$ cat src/core/apgc_pkg.sv
// Package of constants, types and helpers for the front-end power and gain control
package apgc_pkg;

   // Channel count and field widths
   localparam int unsigned CHANNELS      = 2;
   localparam int unsigned GAIN_CODE_W   = 3;
   localparam int unsigned GAIN_VAL_W    = 6;
   localparam int unsigned QUANT_COMPS   = 4;
   localparam int unsigned QUANT_LEVEL_W = 3;
   localparam int unsigned DATA_W        = 24;

   // Control code that requests every converter down
   localparam logic [1:0] ALL_CHANNELS_DOWN = 2'h3;

   // Gain codes and their gain in volts per volt
   localparam logic [2:0] GAIN_CODE_X1  = 3'h0;
   localparam logic [2:0] GAIN_CODE_X2  = 3'h1;
   localparam logic [2:0] GAIN_CODE_X4  = 3'h2;
   localparam logic [2:0] GAIN_CODE_X8  = 3'h3;
   localparam logic [2:0] GAIN_CODE_X16 = 3'h4;
   localparam logic [2:0] GAIN_CODE_X32 = 3'h5;
   localparam logic [5:0] GAIN_VAL_X1   = 6'h01;
   localparam logic [5:0] GAIN_VAL_X2   = 6'h02;
   localparam logic [5:0] GAIN_VAL_X4   = 6'h04;
   localparam logic [5:0] GAIN_VAL_X8   = 6'h08;
   localparam logic [5:0] GAIN_VAL_X16  = 6'h10;
   localparam logic [5:0] GAIN_VAL_X32  = 6'h20;

   // Modulator timing: master 4 MHz divided to a 1 MHz sample clock
   localparam longint unsigned SYS_CLK_HZ     = 200_000_000;
   localparam longint unsigned MASTER_CLK_HZ  = 4_000_000;
   localparam longint unsigned MOD_SAMPLE_HZ  = 1_000_000;
   localparam int unsigned     MASTER_DIV     = int'(MASTER_CLK_HZ / MOD_SAMPLE_HZ);
   localparam int unsigned     SAMPLE_CYCLES  = int'(SYS_CLK_HZ / MOD_SAMPLE_HZ);
   localparam int unsigned     SAMPLE_CNT_W   = $clog2(SAMPLE_CYCLES);
   localparam logic [SAMPLE_CNT_W-1:0] SAMPLE_LAST = SAMPLE_CNT_W'(SAMPLE_CYCLES - 1);
   localparam logic [SAMPLE_CNT_W-1:0] SAMPLE_HALF = SAMPLE_CNT_W'(SAMPLE_CYCLES / 2);

   // Reset values
   localparam logic [SAMPLE_CNT_W-1:0] SAMPLE_CNT_RST = '0;
   localparam logic [DATA_W-1:0]       DATA_RST       = 24'h000000;

   // Power state, one-hot
   typedef enum logic [2:0] {
      PWR_RUN  = 3'h1,   // At least one converter running
      PWR_IDLE = 3'h2,   // Both converters down, clocks gated
      PWR_FULL = 3'h4    // Full power-down
   } apgc_pwr_t;

   // Number of tripped comparators, the quantizer level 0..4
   function automatic logic [2:0] apgc_ones(input logic [3:0] v);
      logic [2:0] n;
      n = 3'h0;
      for (int i = 0; i < 4; i++) begin
         n = n + {2'h0, v[i]};
      end
      return n;
   endfunction : apgc_ones

   // Thermometer word for a quantizer level
   function automatic logic [3:0] apgc_therm(input logic [2:0] lvl);
      logic [3:0] t;
      t = 4'h0;
      for (int i = 0; i < 4; i++) begin
         t[i] = (3'(i) < lvl);
      end
      return t;
   endfunction : apgc_therm

endpackage : apgc_pkg

$ cat src/core/apgc_gain_decode.sv
// Registered decoder from a channel gain code to its gain value
`timescale 1ns/100ps
module apgc_gain_decode
   import apgc_pkg::*;
(
   // Clock and reset
   input  wire logic                   clock_i,
   input  wire logic                   rst_n_i,
   // Gain code in, gain out
   input  wire logic [GAIN_CODE_W-1:0] channel_gain_code_i,
   output logic      [GAIN_VAL_W-1:0]  gain_o
);

   logic [GAIN_VAL_W-1:0] gain_r;    // Decoded gain
   logic [GAIN_VAL_W-1:0] gain_nxt;  // Next decoded gain

   // Table lookup
   always_comb begin
      unique case (channel_gain_code_i)
         GAIN_CODE_X1:  gain_nxt = GAIN_VAL_X1;
         GAIN_CODE_X2:  gain_nxt = GAIN_VAL_X2;
         GAIN_CODE_X4:  gain_nxt = GAIN_VAL_X4;
         GAIN_CODE_X8:  gain_nxt = GAIN_VAL_X8;
         GAIN_CODE_X16: gain_nxt = GAIN_VAL_X16;
         GAIN_CODE_X32: gain_nxt = GAIN_VAL_X32;
         // The two spare codes fall back to unity gain
         default:       gain_nxt = GAIN_VAL_X1;
      endcase
   end

   // Register the result
   always_ff @(posedge clock_i or negedge rst_n_i) begin
      if (!rst_n_i) begin
         gain_r <= GAIN_VAL_X1;
      end else begin
         gain_r <= gain_nxt;
      end
   end

   assign gain_o = gain_r;

endmodule : apgc_gain_decode

$ cat src/core/apgc_sample_div.sv
// Divider producing the modulator sample clock and its update tick
`timescale 1ns/100ps
module apgc_sample_div
   import apgc_pkg::*;
(
   // Clock and reset
   input  wire logic clock_i,
   input  wire logic rst_n_i,
   // Gate: counter clears to zero while the clock is not distributed
   input  wire logic enable_i,
   // Outputs
   output logic      sample_clk_o,
   output logic      update_o
);

   logic [SAMPLE_CNT_W-1:0] cnt_r;    // Cycle counter
   logic [SAMPLE_CNT_W-1:0] cnt_nxt;
   logic                    clk_r;    // Divided clock level
   logic                    clk_nxt;
   logic                    upd_r;    // One-cycle update tick
   logic                    upd_nxt;

   // Count one sample period; a gated divider restarts from zero
   always_comb begin
      cnt_nxt = SAMPLE_CNT_RST;
      clk_nxt = 1'b0;
      upd_nxt = 1'b0;
      if (enable_i) begin
         if (cnt_r == SAMPLE_LAST) begin
            upd_nxt = 1'b1;
         end else begin
            cnt_nxt = cnt_r + SAMPLE_CNT_W'(1);
         end
         clk_nxt = (cnt_r < SAMPLE_HALF);
      end
   end

   // Register state
   always_ff @(posedge clock_i or negedge rst_n_i) begin
      if (!rst_n_i) begin
         cnt_r <= SAMPLE_CNT_RST;
         clk_r <= 1'b0;
         upd_r <= 1'b0;
      end else begin
         cnt_r <= cnt_nxt;
         clk_r <= clk_nxt;
         upd_r <= upd_nxt;
      end
   end

   assign sample_clk_o = clk_r;
   assign update_o     = upd_r;

endmodule : apgc_sample_div

$ cat src/core/apgc_top.sv
// Power-down, gain and modulator control of a two-channel front end
//
// Contract
// - Full power-down needs both down bits, both selects
// - Full power-down: analog, monitors, clocks off
// - Full power-down: channels down, internal reference off
// - Full power-down only in SPI mode
// - Serial interface stays alive in full power-down
// - Full power-down stops input sampling clock
// - Any control bit cleared re-enables monitors
// - Each channel has its own gain code
// - Gain codes 0..5 map 1 to 32
// - Spare gain codes mean unity gain
// - Four comparators give thermometer-coded five levels
// - Modulator updates once per sample clock period
// - Each channel powers down on its own
// - Powered-down channel: zero data, no ready
`timescale 1ns/100ps
module apgc_top
   import apgc_pkg::*;
(
   // Clock and reset
   input  wire logic                   clock_i,
   input  wire logic                   rst_n_i,
   // Interface mode pin, high in SPI mode
   input  wire logic                   spi_mode_i,
   // Control bits written through the serial interface
   input  wire logic [CHANNELS-1:0]    channel_power_down_i,
   input  wire logic                   external_reference_select_i,
   input  wire logic                   external_clock_select_i,
   input  wire logic [GAIN_CODE_W-1:0] channel_gain_code_ch0_i,
   input  wire logic [GAIN_CODE_W-1:0] channel_gain_code_ch1_i,
   // Raw comparator outputs from the analog quantizers
   input  wire logic [QUANT_COMPS-1:0] comparator_ch0_i,
   input  wire logic [QUANT_COMPS-1:0] comparator_ch1_i,
   // Conversion results from the filters
   input  wire logic [DATA_W-1:0]      conv_data_ch0_i,
   input  wire logic [DATA_W-1:0]      conv_data_ch1_i,
   input  wire logic [CHANNELS-1:0]    conv_ready_i,
   // Power status and enables
   output logic                        full_power_down_o,
   output logic                        analog_enable_o,
   output logic                        por_monitor_enable_o,
   output logic                        internal_reference_enable_o,
   output logic                        clock_distribution_enable_o,
   output logic                        input_sampling_clock_enable_o,
   output logic                        serial_interface_enable_o,
   output logic [CHANNELS-1:0]         channel_enable_o,
   // Decoded gains
   output logic [GAIN_VAL_W-1:0]       gain_ch0_o,
   output logic [GAIN_VAL_W-1:0]       gain_ch1_o,
   // Modulator timing and quantizer results
   output logic                        modulator_sample_clock_o,
   output logic                        modulator_update_o,
   output logic [QUANT_COMPS-1:0]      quant_therm_ch0_o,
   output logic [QUANT_COMPS-1:0]      quant_therm_ch1_o,
   output logic [QUANT_LEVEL_W-1:0]    quant_level_ch0_o,
   output logic [QUANT_LEVEL_W-1:0]    quant_level_ch1_o,
   // Gated channel data
   output logic [DATA_W-1:0]           data_ch0_o,
   output logic [DATA_W-1:0]           data_ch1_o,
   output logic [CHANNELS-1:0]         data_ready_o
);

   // Pin synchronisers; the first stage is read only by the second
   logic                   spi_mode_s1_r;
   logic                   spi_mode_s2_r;
   logic [QUANT_COMPS-1:0] comp0_s1_r;
   logic [QUANT_COMPS-1:0] comp0_s2_r;
   logic [QUANT_COMPS-1:0] comp1_s1_r;
   logic [QUANT_COMPS-1:0] comp1_s2_r;

   always_ff @(posedge clock_i or negedge rst_n_i) begin
      if (!rst_n_i) begin
         spi_mode_s1_r <= 1'b0;
         spi_mode_s2_r <= 1'b0;
         comp0_s1_r    <= 4'h0;
         comp0_s2_r    <= 4'h0;
         comp1_s1_r    <= 4'h0;
         comp1_s2_r    <= 4'h0;
      end else begin
         spi_mode_s1_r <= spi_mode_i;
         spi_mode_s2_r <= spi_mode_s1_r;
         comp0_s1_r    <= comparator_ch0_i;
         comp0_s2_r    <= comp0_s1_r;
         comp1_s1_r    <= comparator_ch1_i;
         comp1_s2_r    <= comp1_s1_r;
      end
   end

   // Power state machine
   apgc_pwr_t pwr_r;          // Current power state
   apgc_pwr_t pwr_nxt;        // Next power state
   logic      full_req;       // Full power-down condition
   logic      both_down;      // Both converters down

   // Decide the power state straight from the control bits
   always_comb begin
      both_down = (channel_power_down_i == ALL_CHANNELS_DOWN);
      // Two-wire mode never qualifies, whatever the bits say
      full_req  = both_down && external_reference_select_i && external_clock_select_i
                  && spi_mode_s2_r;
      pwr_nxt   = PWR_RUN;
      unique case (pwr_r)
         PWR_RUN, PWR_IDLE, PWR_FULL: begin
            // Clearing any one bit leaves full power-down at once
            if (full_req) begin
               pwr_nxt = PWR_FULL;
            end else if (both_down) begin
               pwr_nxt = PWR_IDLE;
            end else begin
               pwr_nxt = PWR_RUN;
            end
         end
         // Illegal code recovers to running
         default: pwr_nxt = PWR_RUN;
      endcase
   end

   always_ff @(posedge clock_i or negedge rst_n_i) begin
      if (!rst_n_i) begin
         pwr_r <= PWR_RUN;
      end else begin
         pwr_r <= pwr_nxt;
      end
   end

   // Power enables derived from the next state so they track it exactly
   logic                full_r;
   logic                full_nxt;
   logic                analog_en_r;
   logic                analog_en_nxt;
   logic                por_en_r;
   logic                por_en_nxt;
   logic                iref_en_r;
   logic                iref_en_nxt;
   logic                clk_dist_r;
   logic                clk_dist_nxt;
   logic                in_clk_r;
   logic                in_clk_nxt;
   logic [CHANNELS-1:0] ch_en_r;
   logic [CHANNELS-1:0] ch_en_nxt;

   always_comb begin
      full_nxt      = (pwr_nxt == PWR_FULL);
      analog_en_nxt = !full_nxt;
      por_en_nxt    = !full_nxt;
      // Internal reference only runs when selected and not fully down
      iref_en_nxt   = !full_nxt && !external_reference_select_i;
      // No clock anywhere once every converter is down
      clk_dist_nxt  = (pwr_nxt == PWR_RUN);
      in_clk_nxt    = (pwr_nxt == PWR_RUN);
      // Bit n drives channel n; full power-down forces both channels off
      ch_en_nxt     = full_nxt ? '0 : ~channel_power_down_i;
   end

   always_ff @(posedge clock_i or negedge rst_n_i) begin
      if (!rst_n_i) begin
         full_r      <= 1'b0;
         analog_en_r <= 1'b1;
         por_en_r    <= 1'b1;
         iref_en_r   <= 1'b1;
         clk_dist_r  <= 1'b1;
         in_clk_r    <= 1'b1;
         ch_en_r     <= '1;
      end else begin
         full_r      <= full_nxt;
         analog_en_r <= analog_en_nxt;
         por_en_r    <= por_en_nxt;
         iref_en_r   <= iref_en_nxt;
         clk_dist_r  <= clk_dist_nxt;
         in_clk_r    <= in_clk_nxt;
         ch_en_r     <= ch_en_nxt;
      end
   end

   // Gain decoders, one per channel code
   apgc_gain_decode u_gain0 (
      .clock_i             (clock_i),
      .rst_n_i             (rst_n_i),
      .channel_gain_code_i (channel_gain_code_ch0_i),
      .gain_o              (gain_ch0_o)
   );

   apgc_gain_decode u_gain1 (
      .clock_i             (clock_i),
      .rst_n_i             (rst_n_i),
      .channel_gain_code_i (channel_gain_code_ch1_i),
      .gain_o              (gain_ch1_o)
   );

   // Modulator sample clock; stops with clock distribution
   logic upd_tick;  // One update per sample period

   apgc_sample_div u_div (
      .clock_i      (clock_i),
      .rst_n_i      (rst_n_i),
      .enable_i     (clk_dist_r),
      .sample_clk_o (modulator_sample_clock_o),
      .update_o     (upd_tick)
   );

   // Quantizer capture, refreshed only on the update tick
   logic [QUANT_LEVEL_W-1:0] lvl0_r;
   logic [QUANT_LEVEL_W-1:0] lvl0_nxt;
   logic [QUANT_LEVEL_W-1:0] lvl1_r;
   logic [QUANT_LEVEL_W-1:0] lvl1_nxt;
   logic [QUANT_COMPS-1:0]   th0_r;
   logic [QUANT_COMPS-1:0]   th0_nxt;
   logic [QUANT_COMPS-1:0]   th1_r;
   logic [QUANT_COMPS-1:0]   th1_nxt;
   logic                     upd_r;
   logic                     upd_nxt;

   // Count tripped comparators then rebuild a clean thermometer,
   // so a bubble from a slow comparator cannot leave a broken code
   always_comb begin
      lvl0_nxt = lvl0_r;
      lvl1_nxt = lvl1_r;
      upd_nxt  = upd_tick;
      if (upd_tick) begin
         lvl0_nxt = ch_en_r[0] ? apgc_ones(comp0_s2_r) : 3'h0;
         lvl1_nxt = ch_en_r[1] ? apgc_ones(comp1_s2_r) : 3'h0;
      end
      th0_nxt = apgc_therm(lvl0_nxt);
      th1_nxt = apgc_therm(lvl1_nxt);
   end

   always_ff @(posedge clock_i or negedge rst_n_i) begin
      if (!rst_n_i) begin
         lvl0_r <= 3'h0;
         lvl1_r <= 3'h0;
         th0_r  <= 4'h0;
         th1_r  <= 4'h0;
         upd_r  <= 1'b0;
      end else begin
         lvl0_r <= lvl0_nxt;
         lvl1_r <= lvl1_nxt;
         th0_r  <= th0_nxt;
         th1_r  <= th1_nxt;
         upd_r  <= upd_nxt;
      end
   end

   // Channel data gating
   logic [DATA_W-1:0]   d0_r;
   logic [DATA_W-1:0]   d0_nxt;
   logic [DATA_W-1:0]   d1_r;
   logic [DATA_W-1:0]   d1_nxt;
   logic [CHANNELS-1:0] rdy_r;
   logic [CHANNELS-1:0] rdy_nxt;

   // A powered-down channel shows zeros and never flags ready
   always_comb begin
      d0_nxt  = ch_en_r[0] ? conv_data_ch0_i : DATA_RST;
      d1_nxt  = ch_en_r[1] ? conv_data_ch1_i : DATA_RST;
      rdy_nxt = conv_ready_i & ch_en_r;
   end

   always_ff @(posedge clock_i or negedge rst_n_i) begin
      if (!rst_n_i) begin
         d0_r  <= DATA_RST;
         d1_r  <= DATA_RST;
         rdy_r <= '0;
      end else begin
         d0_r  <= d0_nxt;
         d1_r  <= d1_nxt;
         rdy_r <= rdy_nxt;
      end
   end

   // Output wiring, all from flip-flops except the serial enable, which is tied high
   assign full_power_down_o             = full_r;
   assign analog_enable_o               = analog_en_r;
   assign por_monitor_enable_o          = por_en_r;
   assign internal_reference_enable_o   = iref_en_r;
   assign clock_distribution_enable_o   = clk_dist_r;
   assign input_sampling_clock_enable_o = in_clk_r;
   // Serial logic is never gated; the host must still reach the bits
   assign serial_interface_enable_o     = spi_mode_s2_r | ~spi_mode_s2_r;
   assign channel_enable_o              = ch_en_r;
   assign modulator_update_o            = upd_r;
   assign quant_therm_ch0_o             = th0_r;
   assign quant_therm_ch1_o             = th1_r;
   assign quant_level_ch0_o             = lvl0_r;
   assign quant_level_ch1_o             = lvl1_r;
   assign data_ch0_o                    = d0_r;
   assign data_ch1_o                    = d1_r;
   assign data_ready_o                  = rdy_r;

endmodule : apgc_top

$ cat config.mk
export PLATFORM = sky130hd
export DESIGN_NAME = apgc_top
export DESIGN_NICKNAME = d
export VERILOG_FILES = /design/src/core/apgc_pkg.sv /design/src/core/apgc_gain_decode.sv /design/src/core/apgc_sample_div.sv /design/src/core/apgc_top.sv
export SDC_FILE = /design/constraint.sdc
export NUM_CORES = 1
export LEC_CHECK = 0
export BUFFER_PORTS_ARGS = -buffer_cell sky130_fd_sc_hd__buf_2
export CAP_MARGIN = 20
export CORE_MARGIN = 2
export CORE_UTILIZATION = 43
export DETAILED_ROUTE_END_ITERATION = 10
export GPL_TIMING_DRIVEN = 1
export HOLD_SLACK_MARGIN = 0.08
export PLACE_DENSITY = 0.86
export SLEW_MARGIN = 10
export SYNTH_ARGS = -nofsm -noshare
export SYNTH_HDL_FRONTEND = slang
export SYNTH_HIERARCHICAL = 1
export SYNTH_SLANG_ARGS = --single-unit
$ cat constraint.sdc
create_clock -name clock_i -period 1.95 [get_ports clock_i]
set_clock_uncertainty 0.05 [all_clocks]
set_input_delay 0.195 -clock clock_i [delete_from_list [all_inputs] [get_ports clock_i]]
set_output_delay 0.195 -clock clock_i [all_outputs]
set_load 0.05 [all_outputs]
==> impl_metrics.xml <==
<?xml version="1.0" encoding="UTF-8"?>
<metrics>
  <group name="outcome">
    <metric name="result_of_the_run" unit="">finished, final reports clean</metric>
  </group>
  <group name="placed_design">
    <metric name="final_weighted_congestion_of_routability_driven_global_placement" unit="">0.731</metric>
    <metric name="dpl-instance-area" unit="um^2">4740</metric>
    <metric name="pre_cts_ws" unit="ps">-41.2</metric>
    <metric name="numPortBuffers" unit="">156</metric>
    <metric name="detailedPlacementHpwl" unit="mm">5.37</metric>
  </group>
  <group name="yosys">
    <metric name="mappedNetlistArea" unit="um^2">3860</metric>
    <metric name="synth_edf_count" unit="">0</metric>
    <metric name="postSynthRegisterBits" unit="">112</metric>
    <metric name="synthFlopType" unit="">sky130_fd_sc_hd__dfrtp_1</metric>
    <metric name="yosys_warn_count" unit="">6</metric>
    <metric name="synthCells" unit="">274</metric>
    <metric name="asyncSetResetFlopFracSynth" unit="%">100</metric>
    <metric name="avgSynthCellArea" unit="um^2">14.1</metric>
    <metric name="synth.distinct_cells" unit="">38</metric>
    <metric name="postSynthNetCount" unit="">352</metric>
    <metric name="seq_area_frac_synth" unit="%">72.9</metric>
  </group>
  <group name="final_layout">
    <metric name="finish.instance_area" unit="um^2">5710</metric>
    <metric name="multi_input_comb_area" unit="um^2">963</metric>
    <metric name="fillCellCount" unit="">620</metric>
    <metric name="layout_commonest_cell" unit="">sky130_fd_sc_hd__buf_2</metric>
    <metric name="final_layout_size_suffix_gt1_share" unit="%">38.7</metric>
    <metric name="syn_to_final_growth" unit="%">48.2</metric>
    <metric name="regArea" unit="um^2">2810</metric>
    <metric name="layout.cells.most_common_list" unit="">sky130_fd_sc_hd__buf_2, sky130_fd_sc_hd__dfrtp_1, sky130_fd_sc_hd__dlygate4sd3_1, sky130_fd_sc_hd__and2_1, sky130_fd_sc_hd__inv_1</metric>
    <metric name="finalNetCount" unit="">585</metric>
    <metric name="antenna_cells_inserted" unit="">0</metric>
  </group>
  <group name="floorplan">
    <metric name="initial_core_util" unit="%">44.2</metric>
    <metric name="die-area" unit="um^2">9740</metric>
    <metric name="die_height" unit="um">98.7</metric>
    <metric name="chipWidth" unit="um">98.7</metric>
    <metric name="design.portCount" unit="">158</metric>
    <metric name="placement_rows" unit="">34</metric>
    <metric name="core_region_area" unit="um^2">8720</metric>
  </group>
  <group name="sta">
    <metric name="grt_setup_unrepaired" unit="">yes</metric>
    <metric name="timing.final.setup_violations" unit="">0</metric>
    <metric name="portion_of_the_clock_cycle_consumed_by_the_worst_path_in_the_final_layout" unit="%">97.0</metric>
    <metric name="slew_headroom" unit="%">61.6</metric>
    <metric name="worst-slew-pin-transition" unit="ps">575</metric>
    <metric name="min_period" unit="ps">1890</metric>
    <metric name="postLayoutSetupSlackWorst" unit="ps">58.5</metric>
    <metric name="report.final.hold_viol_count" unit="">0</metric>
    <metric name="maxClockFrequency" unit="MHz">529</metric>
    <metric name="timing_max_transition_violations_final" unit="">0</metric>
  </group>
  <group name="clock_network">
    <metric name="cts_made_buffers" unit="">9</metric>
    <metric name="tritoncts" unit="">done</metric>
    <metric name="clock_buffer_depth" unit="">2</metric>
    <metric name="clkSlewWorstSetupHoldPaths" unit="ps">100</metric>
    <metric name="worst_skew_pair.late_latency" unit="ps">360</metric>
    <metric name="cts-htree-levels" unit="">3</metric>
    <metric name="cts.sinks" unit="">112</metric>
    <metric name="root_buffer" unit="">sky130_fd_sc_hd__clkbuf_8</metric>
  </group>
  <group name="drt">
    <metric name="totalWireLength" unit="mm">8.66</metric>
    <metric name="via_per_instance_ratio" unit="">4.63</metric>
    <metric name="initialDrtViolationCount" unit="">86</metric>
    <metric name="dr_total_vias" unit="">2871</metric>
    <metric name="final_antenna_net_count" unit="">0</metric>
    <metric name="remaining_drc_errors" unit="">0</metric>
    <metric name="drt_first_pass_iters" unit="">4</metric>
    <metric name="average_routed_wire_per_standard_cell" unit="um">14.0</metric>
  </group>
  <group name="setup_path">
    <metric name="path_class" unit="">flip-flop to flip-flop</metric>
    <metric name="timing.critical_path.arrival" unit="ps">2090</metric>
    <metric name="timing.critical_path.cells" unit="">fa_1 &gt; ha_2 &gt; ha_4 &gt; o21ai_2 &gt; a21oi_2 &gt; nand2b_1</metric>
    <metric name="critPathMaxFanout" unit="">2</metric>
    <metric name="startpoint_type_of_the_worst_setup_path" unit="">flip-flop</metric>
    <metric name="ff2ff_setup_slack" unit="ps">60</metric>
    <metric name="crit_path_capture_type" unit="">flip-flop</metric>
    <metric name="critical_path.max_stage_delay" unit="ps">550</metric>
    <metric name="rr_endpoint" unit="">quant_therm_ch1_o[0]$_DFF_PN0_</metric>
    <metric name="crit_path_top_delay_cell" unit="">sky130_fd_sc_hd__fa_1</metric>
    <metric name="r2r_start" unit="">comp1_s2_r[3]$_DFF_PN0_</metric>
    <metric name="required" unit="ps">2140</metric>
    <metric name="r2r.worst_path.cells" unit="">6</metric>
  </group>
  <group name="power_and_ir_drop">
    <metric name="power-per-cell-area" unit="nW/um^2">810</metric>
    <metric name="static-leakage-power" unit="uW">0.00297</metric>
    <metric name="report.power.total" unit="uW">4630</metric>
    <metric name="power.ir.vdd_worst" unit="mV">0.454</metric>
  </group>
  <group name="worst_hold_path">
    <metric name="hold_end" unit="">comp1_s2_r[3]$_DFF_PN0_</metric>
    <metric name="worstHoldStart" unit="">comp1_s1_r[3]$_DFF_PN0_</metric>
    <metric name="min_delay_path_depth" unit="">0</metric>
    <metric name="hold_path_class" unit="">flip-flop to flip-flop</metric>
  </group>
  <group name="global_routing">
    <metric name="number_of_antenna_violations_at_the_first_check_in_global_routing" unit="">0</metric>
    <metric name="via_count_of_the_first_global_routing_pass" unit="">3096</metric>
    <metric name="overflow" unit="">0</metric>
    <metric name="global_route.usage.total" unit="%">18.7</metric>
    <metric name="grt_first_pass_wirelength" unit="mm">14.4</metric>
    <metric name="grt_max_degree" unit="">46</metric>
  </group>
  <group name="job">
    <metric name="drv.max_cap_violation_count" unit="">0</metric>
  </group>
</metrics>
[cell families after synthesis]
group	Yosys count	share of synthesized area, %
other	1	0.0972
flip-flops	112	72.9
AND/OR/NAND/NOR	98	15.7
buffers and inverters	27	3.15
adder cells (fa/ha/maj)	7	2.66
AO/OA/AOI/OAI	25	4.51
XOR/XNOR	4	0.909
[worst max-delay path by stage]
stage,startpoint,end,slack [ps],cells after the start
4_1_cts,comp0_s2_r[0]$_DFF_PN0_,quant_therm_ch0_o[0]$_DFF_PN0_,10,6
3_3_place_gp,comp0_s2_r[0]$_DFF_PN0_,quant_therm_ch0_o[0]$_DFF_PN0_,30,6
3_5_place_dp,comp0_s2_r[0]$_DFF_PN0_,quant_therm_ch0_o[0]$_DFF_PN0_,-40,6
6_report,comp1_s2_r[3]$_DFF_PN0_,quant_therm_ch1_o[0]$_DFF_PN0_,60,6
2_1_floorplan,comp0_s2_r[0]$_DFF_PN0_,quant_therm_ch0_o[0]$_DFF_PN0_,120,6
5_1_grt,comp1_s2_r[3]$_DFF_PN0_,quant_therm_ch1_o[0]$_DFF_PN0_,-20,6
[metal layers]
metal / share of wire [%] / GRT usage, %
met1: 37 / 21.1
met2: 55 / 34.3
met3: 5.9 / 5.39
met4: 1.8 / 5.80
met5: 0 / 0
[per-stage QoR]
stage | util (%) | hold slack [ps] | setup TNS (ps) | cells
after global routing | 65.5 | 317 | -27.5 | 620
after detailed placement | 54.4 | 184 | -46.7 | 529
after floorplan | - | -151 | 0 | 274
final | 65.5 | 307 | 0 | 620
after CTS | 65.0 | 309 | 0 | 619
after global placement | 54.4 | 171 | 0 | 529
[synth_stat cells (2+ instances only)]
cell type                   number  area share [%]
sky130_fd_sc_hd__nor3_1          7            0.91
sky130_fd_sc_hd__and3b_2         4             1.0
sky130_fd_sc_hd__nor3b_1         6             1.2
sky130_fd_sc_hd__a31oi_1         2            0.32
sky130_fd_sc_hd__ha_1            5             1.6
sky130_fd_sc_hd__o21ai_0         6            0.78
sky130_fd_sc_hd__fa_1            2             1.0
sky130_fd_sc_hd__xor2_1          3            0.68
sky130_fd_sc_hd__o21a_1          2            0.39
sky130_fd_sc_hd__a21oi_1         5            0.65
sky130_fd_sc_hd__nand2b_1        3            0.49
sky130_fd_sc_hd__o21bai_1        2            0.39
sky130_fd_sc_hd__buf_4           5            0.97
sky130_fd_sc_hd__dfstp_2         8             5.5
sky130_fd_sc_hd__or3_1           3            0.49
sky130_fd_sc_hd__nor2_1          7            0.68
sky130_fd_sc_hd__clkbuf_1        6            0.58
sky130_fd_sc_hd__nand2_1         3            0.29
sky130_fd_sc_hd__and2_1         50             8.1
sky130_fd_sc_hd__nand3_1         7            0.91
sky130_fd_sc_hd__dfrtp_1       104              67
sky130_fd_sc_hd__o2111ai_1       2            0.45
sky130_fd_sc_hd__nor2b_1         2            0.32
sky130_fd_sc_hd__a21o_1          2            0.39
sky130_fd_sc_hd__inv_1          15             1.5
[sequential cells by signal, summed over array words and instances (netlist names), 4 cells and up]
signal,flops
comp0_s2_r,4
u_gain1/gain_o,6
u_div/cnt_r,8
data_ch0_o,24
comp0_s1_r,4
u_gain0/gain_o,6
comp1_s2_r,4
comp1_s1_r,4
data_ch1_o,24
[cell type report]
type                    count  share of cell area, %
clock buffers              10                   2.23
flip-flops and latches    112                   49.2
clock inverters             6                  0.898
well taps                 108                   2.37
inverters                  15                  0.986
multi-input cells         135                   16.9
repair buffers            234                   27.4
[report_power, final]
part	total, uW	switching [uW]	internal [uW]	leakage, uW
sequential	2550	94.3	2460	0.00143
clock	1270	781	487	0.0000931
combinational	806	490	316	0.00145
[timing repair]
action	in CTS	in global routing
endpoints found under the hold margin	113	0
hold buffers	74	0
pin swaps	2	4
setup endpoints to repair	2	4
resized for setup	3	6
buffers inserted	0	1
[worst max-delay path: cells and delay by family, from the launching register on]
kind                       cells  cell delay, ps
AOI/OAI and AO/OA              2             220
and+or+nand+nor                1             160
DFF                            1             400
adders and majority gates      3             950
No activity file was read; power rests on OpenSTA's default activity.
